--- src/rtl/afa_pkg.sv ---
/*
 afa_pkg: constants, ops and carriers for the flag and data-address block.
 assumes: one 100 MHz core clock, APB register access.
*/
package afa_pkg;
    // flag bit positions
    localparam int FLG_C = 0;
    localparam int FLG_DC = 1;
    localparam int FLG_Z = 2;
    localparam int FLG_OV = 3;
    localparam int FLG_N = 4;
    localparam logic [4:0] FLG_RST = 5'h00;
    localparam logic [4:0] FLG_ALL = 5'h1f;
    // direct addressing
    localparam logic [7:0] ACC_SPLIT = 8'h60;
    localparam logic [7:0] ILO_LIMIT = 8'h5f;
    localparam logic [3:0] ACC_LO_BANK = 4'h0;
    localparam logic [3:0] ACC_HI_BANK = 4'hf;
    // data-space locations
    localparam logic [11:0] FLAG_ADDR = 12'hfd8;
    localparam logic [11:0] VIRT_BASE = 12'hfef;
    localparam int VIRT_STRIDE = 8;
    // virtual operand slots below each pointer base
    localparam logic [2:0] VS_VIRTUAL_INDIRECT_OPERAND = 3'h0;
    localparam logic [2:0] VS_POST_INCREMENT_OPERAND = 3'h1;
    localparam logic [2:0] VS_POST_DECREMENT_OPERAND = 3'h2;
    localparam logic [2:0] VS_PRE_INCREMENT_OPERAND = 3'h3;
    localparam logic [2:0] VS_INDEXED_BY_WORKING_OPERAND = 3'h4;
    localparam int NUM_PTR = 3;
    // apb register byte offsets
    localparam logic [7:0] OFS_FLAGS = 8'h00;
    localparam logic [7:0] OFS_BANK = 8'h04;
    localparam logic [7:0] OFS_PTR0 = 8'h08;
    localparam logic [7:0] OFS_CFG = 8'h14;
    localparam logic [7:0] OFS_STEP = 8'h04;

    typedef enum logic [3:0] {
        OP_MOVE, OP_ADD, OP_SUB, OP_AND, OP_OR, OP_XOR,
        OP_CLR, OP_RLC, OP_RRC, OP_JUMP
    } afa_op_t;

    typedef struct packed {
        logic valid;
        afa_op_t op;
        logic [7:0] fileData;
        logic [7:0] work;
        logic [7:0] fileAddr;
        logic accessSel;
        logic destSel;
        logic fullMode;
        logic [11:0] fullAddr;
        logic [19:0] jumpLit;
    } afa_req_t;

    typedef struct packed {
        logic valid;
        logic [11:0] dataAddr;
        logic [7:0] result;
        logic fileWrite;
        logic workWrite;
        logic indirect;
        logic [19:0] jumpTarget;
    } afa_rsp_t;

    typedef struct packed {
        logic psel;
        logic penable;
        logic pwrite;
        logic [7:0] paddr;
        logic [31:0] pwdata;
        logic [3:0] pstrb;
    } afa_apb_req_t;

    typedef struct packed {
        logic [31:0] prdata;
        logic pready;
        logic pslverr;
    } afa_apb_rsp_t;
endpackage : afa_pkg

--- src/rtl/afa_core.sv ---
/*
 afa_core: alu flag register and data address generation.
 assumes: decoder presents one request per cycle with operand data
 already fetched; memory acts on the registered answer.
*/
`timescale 1ns/1ps
`default_nettype none
////////////////////////////////////////////////////////////////////////
// Overview of operation
// - flag-affecting ops to flag register keep alu flags
// - clear of flag register sets only zero
// - negative flag follows result bit seven
// - overflow flag on signed sign-bit corruption
// - zero flag set on zero result
// - nibble carry from low nibble on add/sub
// - carry out of bit seven on add/sub
// - subtract adds complement; carries mean no borrow
// - rotates load carry and nibble carry
// - direct address from opcode low byte
// - access-select set uses bank select value
// - access-select clear maps into access bank
// - full twelve-bit opcode address ignores bank
// - destination bit picks file or working
// - three twelve-bit pointer pairs, two bytes each
// - virtual operands reach pointed memory only
// - indirect uses full pointer, ignores bank
// - jump carries twenty-bit program literal
// - indexed literal offset only with extended bit
// - post/pre adjust and working-indexed offset
// - pointer adjust carries across bytes, no flags
////////////////////////////////////////////////////////////////////////
module afa_core
    import afa_pkg::*;
(
    input wire logic sys_clk, // core clock
    input wire logic sys_rst, // sync reset, high
    input wire afa_pkg::afa_req_t req, // decoder request
    output afa_pkg::afa_rsp_t rsp, // registered answer
    output logic [7:0] flagsOut, // flag register view
    input wire afa_pkg::afa_apb_req_t apbReq, // apb request
    output afa_pkg::afa_apb_rsp_t apbRsp // apb answer
);
    import afa_pkg::*;

    // whole block state
    typedef struct packed {
        logic [4:0] flags; // n ov z dc c
        logic [3:0] bank; // bank select value
        logic [NUM_PTR-1:0][11:0] ptr; // pointer pairs
        logic extCfg; // extended set config bit
        afa_rsp_t rsp; // answer register
        logic [31:0] prdata; // read data
        logic slverr; // unmapped access
    } afa_state_t;

    afa_state_t st_reg; // current state
    afa_state_t st_next; // next state

    logic [11:0] directAddr; // address before virtual check
    logic [11:0] effAddr; // final data address
    logic vHit; // virtual operand selected
    logic [1:0] vPtr; // pointer index
    logic [2:0] vSlot; // operand kind
    logic [11:0] curPtr; // selected pointer value
    logic [11:0] usePtr; // pointer as used
    logic [11:0] newPtr; // pointer after adjust
    logic [7:0] aluRes; // alu result
    logic [4:0] aluNew; // flags from alu
    logic [4:0] aluMask; // flags the op touches
    logic [8:0] sum9; // full sum with carry
    logic [4:0] sum5; // low nibble sum
    logic [7:0] opB; // second operand, maybe inverted
    logic cin; // carry in for subtract
    logic fileWr; // result goes to file
    logic apbSetup; // apb setup cycle
    logic apbWrite; // apb write completes

    ////////////////////////////////////////////////////////////////////
    // address generation
    always_comb begin
        vHit = 1'b0;
        vPtr = 2'd0;
        vSlot = VS_VIRTUAL_INDIRECT_OPERAND;
        if (req.fullMode) begin
            directAddr = req.fullAddr;
        end else if (req.accessSel) begin
            // bank on top, opcode byte below
            directAddr = {st_reg.bank, req.fileAddr};
        end else if (st_reg.extCfg && req.fileAddr <= ILO_LIMIT) begin
            // offset from third pointer
            directAddr = st_reg.ptr[2] + {4'h0, req.fileAddr};
        end else if (req.fileAddr < ACC_SPLIT) begin
            directAddr = {ACC_LO_BANK, req.fileAddr};
        end else begin
            directAddr = {ACC_HI_BANK, req.fileAddr};
        end
        // find virtual operand slot
        for (int n = 0; n < NUM_PTR; n++) begin
            for (int k = 0; k <= 4; k++) begin
                if (directAddr == VIRT_BASE - 12'(n * VIRT_STRIDE + k)) begin
                    vHit = 1'b1;
                    vPtr = 2'(n);
                    vSlot = 3'(k);
                end
            end
        end
    end

    ////////////////////////////////////////////////////////////////////
    // pointer use and adjust, whole 12 bits at once
    always_comb begin
        curPtr = st_reg.ptr[vPtr];
        usePtr = curPtr;
        newPtr = curPtr;
        case (vSlot)
            VS_POST_INCREMENT_OPERAND: newPtr = curPtr + 12'h001;
            VS_POST_DECREMENT_OPERAND: newPtr = curPtr - 12'h001;
            VS_PRE_INCREMENT_OPERAND: begin
                usePtr = curPtr + 12'h001;
                newPtr = usePtr;
            end
            // signed working offset, nothing stored
            VS_INDEXED_BY_WORKING_OPERAND: usePtr = curPtr + {{4{req.work[7]}}, req.work};
            default: usePtr = curPtr; // plain virtual operand
        endcase
        // virtual operand has no storage of its own
        effAddr = vHit ? usePtr : directAddr;
    end

    ////////////////////////////////////////////////////////////////////
    // alu and its flags
    always_comb begin
        // subtract is add of two's complement
        cin = (req.op == OP_SUB);
        opB = cin ? ~req.work : req.work;
        sum9 = {1'b0, req.fileData} + {1'b0, opB} + {8'h00, cin};
        sum5 = {1'b0, req.fileData[3:0]} + {1'b0, opB[3:0]} + {4'h0, cin};
        aluRes = req.fileData;
        aluNew = st_reg.flags;
        aluMask = 5'h00;
        case (req.op)
            OP_ADD, OP_SUB: begin
                aluRes = sum9[7:0];
                aluMask = FLG_ALL;
                aluNew[FLG_C] = sum9[8];
                aluNew[FLG_DC] = sum5[4];
                // same signs in, other sign out
                aluNew[FLG_OV] = (req.fileData[7] == opB[7]) && (sum9[7] != req.fileData[7]);
            end
            OP_AND: begin
                aluRes = req.fileData & req.work;
                aluMask = 5'h14;
            end
            OP_OR: begin
                aluRes = req.fileData | req.work;
                aluMask = 5'h14;
            end
            OP_XOR: begin
                aluRes = req.fileData ^ req.work;
                aluMask = 5'h14;
            end
            OP_CLR: begin
                aluRes = 8'h00;
                aluMask = 5'h04;
            end
            OP_RLC: begin
                aluRes = {req.fileData[6:0], st_reg.flags[FLG_C]};
                aluMask = 5'h17;
                aluNew[FLG_C] = req.fileData[7];
                aluNew[FLG_DC] = req.fileData[3];
            end
            OP_RRC: begin
                aluRes = {st_reg.flags[FLG_C], req.fileData[7:1]};
                aluMask = 5'h17;
                aluNew[FLG_C] = req.fileData[0];
                aluNew[FLG_DC] = req.fileData[4];
            end
            default: aluRes = req.fileData; // move and jump
        endcase
        aluNew[FLG_N] = aluRes[7];
        aluNew[FLG_Z] = (aluRes == 8'h00);
        aluNew = (st_reg.flags & ~aluMask) | (aluNew & aluMask);
        // clear and full moves write the file
        fileWr = req.destSel || req.fullMode || req.op == OP_CLR;
    end

    ////////////////////////////////////////////////////////////////////
    // next state: apb first, core request overrides
    assign apbSetup = apbReq.psel && !apbReq.penable;
    assign apbWrite = apbReq.psel && apbReq.penable && apbReq.pwrite;

    always_comb begin
        st_next = st_reg;
        st_next.rsp.valid = 1'b0;
        // register writes on the access edge
        if (apbWrite && apbReq.pstrb[0]) begin
            case (apbReq.paddr)
                OFS_FLAGS: st_next.flags = apbReq.pwdata[4:0];
                OFS_BANK: st_next.bank = apbReq.pwdata[3:0];
                OFS_CFG: st_next.extCfg = apbReq.pwdata[0];
                default: st_next.extCfg = st_reg.extCfg;
            endcase
        end
        // pointer bytes, upper high nibble dropped
        for (int n = 0; n < NUM_PTR; n++) begin
            if (apbWrite && apbReq.paddr == OFS_PTR0 + 8'(n * 4)) begin
                if (apbReq.pstrb[0]) st_next.ptr[n][7:0] = apbReq.pwdata[7:0];
                if (apbReq.pstrb[1]) st_next.ptr[n][11:8] = apbReq.pwdata[11:8];
            end
        end
        // read data latched in setup
        if (apbSetup) begin
            st_next.prdata = 32'h0000_0000;
            st_next.slverr = 1'b0;
            case (apbReq.paddr)
                OFS_FLAGS: st_next.prdata[4:0] = st_reg.flags;
                OFS_BANK: st_next.prdata[3:0] = st_reg.bank;
                OFS_PTR0: st_next.prdata[11:0] = st_reg.ptr[0];
                OFS_PTR0 + OFS_STEP: st_next.prdata[11:0] = st_reg.ptr[1];
                OFS_PTR0 + 8'h08: st_next.prdata[11:0] = st_reg.ptr[2];
                OFS_CFG: st_next.prdata[0] = st_reg.extCfg;
                default: st_next.slverr = 1'b1; // unmapped
            endcase
        end
        // core request wins over a same-cycle apb write
        if (req.valid) begin
            st_next.rsp.valid = 1'b1;
            st_next.rsp.dataAddr = effAddr;
            st_next.rsp.result = aluRes;
            st_next.rsp.fileWrite = fileWr && req.op != OP_JUMP;
            st_next.rsp.workWrite = !fileWr && req.op != OP_JUMP;
            st_next.rsp.indirect = vHit;
            st_next.rsp.jumpTarget = (req.op == OP_JUMP) ? req.jumpLit : 20'h00000;
            if (vHit) begin
                st_next.ptr[vPtr] = newPtr;
            end
            if (aluMask != 5'h00) begin
                // alu flags beat the stored result
                st_next.flags = aluNew;
            end else if (fileWr && effAddr == FLAG_ADDR && req.op == OP_MOVE) begin
                st_next.flags = aluRes[4:0]; // plain move
            end
        end
    end

    ////////////////////////////////////////////////////////////////////
    // single state register, sync reset
    always_ff @(posedge sys_clk) begin
        if (sys_rst) begin
            st_reg <= '0;
        end else begin
            st_reg <= st_next;
        end
    end

    // outputs
    assign rsp = st_reg.rsp;
    assign flagsOut = {3'b000, st_reg.flags};
    assign apbRsp.prdata = st_reg.prdata;
    // zero-wait slave: ready in first access cycle
    assign apbRsp.pready = apbReq.psel && apbReq.penable;
    assign apbRsp.pslverr = apbReq.psel && apbReq.penable && st_reg.slverr;

    logic arith; // add or subtract request
    assign arith = req.valid && (req.op == OP_ADD || req.op == OP_SUB);
endmodule : afa_core
`default_nettype wire

--- config.mk ---
export PLATFORM = sky130hd
export DESIGN_NAME = afa_core
export DESIGN_NICKNAME = d
export VERILOG_FILES = /design/src/rtl/afa_pkg.sv /design/src/rtl/afa_core.sv
export SDC_FILE = /design/constraint.sdc
export NUM_CORES = 1
export LEC_CHECK = 0
export BUFFER_PORTS_ARGS = -buffer_cell sky130_fd_sc_hd__clkbuf_2
export CAP_MARGIN = 0
export CORE_ASPECT_RATIO = 2
export CORE_UTILIZATION = 56
export DETAILED_ROUTE_END_ITERATION = 10
export PLACE_DENSITY = 0.87
export SLEW_MARGIN = 20
export SYNTH_ARGS = -nofsm -noshare
export SYNTH_HDL_FRONTEND = slang
export SYNTH_SLANG_ARGS = --single-unit
--- constraint.sdc ---
create_clock -name sys_clk -period 9 [get_ports sys_clk]
set_input_delay 0.45 -clock sys_clk [delete_from_list [all_inputs] [get_ports sys_clk]]
set_output_delay 0.45 -clock sys_clk [all_outputs]
set_load 0.005 [all_outputs]
==> run_results.csv <==
group,metric,value,unit
die,coreArea,16300,sq um
synthesis,ys_seq_area_share,22.2,%
detailed_routing,drc_errors,0,
clock_network,ctsResizeCount,0,
job,maxCapViolCount,0,
sta,setup_tns,0,ns
sta,finalClockSkew,0.0153,ns
synthesis,async_reset_ff_share,0,%
cells_and_area,largest_register_ffs,44,
clock_network,clock-sinks,103,
sta,grt_setup_unrepaired,"false",
synthesis,yosysUniqueCellTypes,88,
critical_path,crit_top_cell,"a21o_1",
synthesis,ys_seq_elements,103,
critical_path,cp_max_fo,20,
sta,setup_violations,0,
critical_path,startpoint_type,"register",
global_routing,grt_pass1_wl,47400,microns
cells_and_area,drive_gt1_share,17.6,%
critical_path,path_class,"reg2reg",
detailed_routing,viasPerCell,6.51,
clock_network,cts_tree,"built",
critical_path,slowest_delay,0.61,ns
placement,gp_congestion,1.02,
sta,period_share,87.4,%
die,die_w,93.0,microns
global_routing,antenna_found_initial,1,
pwr,p_leak,4.41,nW
sta,drv_slew,0,
sta,worst_pin_slew,1.06,ns
cells_and_area,nets,1402,
clock_network,holdBufCountCts,0,
global_routing,grt_usage,35.8,%
cells_and_area,area_growth,6.11,%
global_routing,globalRouteOverflowTotal,0,
synthesis,synth_compound_area_share,26.1,%
global_routing,grt_pass1_vias,9052,
synthesis,synth_edf_count,0,
detailed_routing,routedWlPerCell,21.2,microns
synthesis,syn_inst,1197,
sta,min_period,7.87,ns
clock_network,clock_path_buffers,2,
sta,hold_viol,0,
critical_path,cp_slowest_cell,"dfxtp_1",
clock_network,path_clk_slew,0.09,ns
outcome,status,"finished clean",
synthesis,synthAdderAreaFrac,6.85,%
critical_path,worstPathRequired,9.29,ns
detailed_routing,dr.pass1.iters,7,
synthesis,yosys.area.top_type,"dfxtp_1",
die,rows,66,
detailed_routing,ant_nets,0,
synthesis,synthMuxAreaShare,10.1,%
critical_path,critPathCaptureType,"register",
detailed_routing,drtIter0Drc,695,
synthesis,synth_top_area_share,22.2,%
die,start_util,57.1,%
pwr,pwr_density_cell,115,nW/um^2
clock_network,post-cts-setup-buffers,0,
synthesis,synth.area.top_cells,"dfxtp_1, mux2i_1, buf_4",
clock_network,cts_buffers,9,
die,die_height,184,microns
clock_network,clockRootBuffer,"clkbuf_16",
sta,timing.fmax,127,MHz
detailed_routing,wirelength,30800,microns
cells_and_area,diodes,0,
clock_network,clk_latency,0.37,ns
global_routing,grt_max_degree,86,
synthesis,ys.flop_type,"dfxtp_1",
placement,hpwl,23500,microns
sta,timing.hold.ws,0.316,ns
synthesis,synth-simple-area-share,19.3,%
critical_path,worstPathArrival,8.16,ns
clock_network,htreeDepth,3,
synthesis,synth_xor_area_share,3.96,%
die,io_pins,199,
synthesis,ys.warnings.count,0,
synthesis,synth_top_family_by_area,"compound AO/OA/AOI/OAI gates",
sta,slew_headroom,28.8,%
placement,port_buffers,153,
pwr,ir_drop,98.6,uV
min_path,hp-class,"in2reg",
synthesis,synth_area,9280,sq um
detailed_routing,vias,9433,
synthesis,syn_avg_cell_area,7.76,sq um
die,dieArea,17100,sq um
## cell usage after synthesis (all sizes together) (40+ instances only)
library cell / n
a211oi: 52
inv: 40
o21ai: 41
nand2: 80
dfxtp: 103
nor2: 152
mux2i: 87
ha: 46
buf: 106
a21oi: 75
clkbuf: 46
nand3: 40
## layout make-up
type / instances / area (sq um)
fillers: 1460 / 6420
multi-input cells: 924 / 6260
flip-flops and latches: 103 / 2060
repair buffers: 162 / 833
well taps: 204 / 255
clock buffers: 9 / 225
inverters: 40 / 150
clock inverters: 7 / 62.6
## cells by family (layout without fill, tap and decap cells)
group           after synthesis  count (layout)
compound gates              342             342
xor+xnor                     42              42
flops                       103             103
buf+inv                     192             218
fa+ha+maj                    49              49
other cells                   1              23
simple gates                375             375
mux                          93              93
## worst max-delay path, delay by kind of cell (launching register included)
family / cells / cell delay, ns
adder cells (fa/ha/maj): 4 / 1.16
AO/OA/AOI/OAI: 14 / 2.95
multiplexers: 2 / 0.56
buffers and inverters: 2 / 0.34
flip-flops: 1 / 0.61
AND/OR/NAND/NOR: 6 / 2.15
## layout by cell type, fill, tap and decap left out, types with 26 or more instances in the layout
master	netlist	routed
mux2i_1	87	87
nor2_1	149	149
dfxtp_1	103	103
ha_1	46	46
o21ai_0	37	37
inv_1	40	40
clkbuf_2	0	153
a21oi_1	75	75
a211oi_1	49	49
xnor2_1	26	26
nand3_1	40	40
nand2_1	79	79
## layer usage
| metal | vias to the layer above | track usage, % | wire [microns] |
|---|---|---|---|
| met2 | 530 | 62.3 | 15500 |
| met1 | 4383 | 36.7 | 10400 |
| met3 | 169 | 6.72 | 2050 |
| li1 | 4351 | - | - |
| met4 | 0 | 28.8 | 2820 |
| met5 | - | 0 | 0 |
## stage by stage
step	cells	area [sq um]	utilization, %	setup slack, ns	total power [mW]
2_1_floorplan	1219	9370	-	2.37	0.675
3_3_place_gp	1433	9550	58.7	1.61	0.735
3_5_place_dp	1433	9550	58.7	1.46	0.740
4_1_cts	1449	9840	60.5	1.39	1.12
5_1_grt	1449	9850	60.6	0.856	1.18
6_report	1449	9850	60.6	1.13	1.13
## path summary, 6_finish.rpt
check / startpoint / end / slack, ns / cells after the start
worst max-delay path: st_reg[102]$_SDFF_PP0_ / register / 1.13 / 28
worst min-delay path: req[1] / rsp[1]$_SDFFE_PP0P_ / 0.32 / 3
worst max register to register: st_reg[102]$_SDFF_PP0_ / register / 1.13 / 28
worst min register to register: rsp[22]$_SDFFE_PP0P_ / rsp[22]$_SDFFE_PP0P_ / 0.47 / 2
## power by group
part / internal, mW / switching [mW] / total (mW)
sequential: 0.471 / 0.00998 / 0.481
combinational: 0.0967 / 0.160 / 0.257
clock: 0.193 / 0.200 / 0.393
Power figures use the tool's default switching activity.
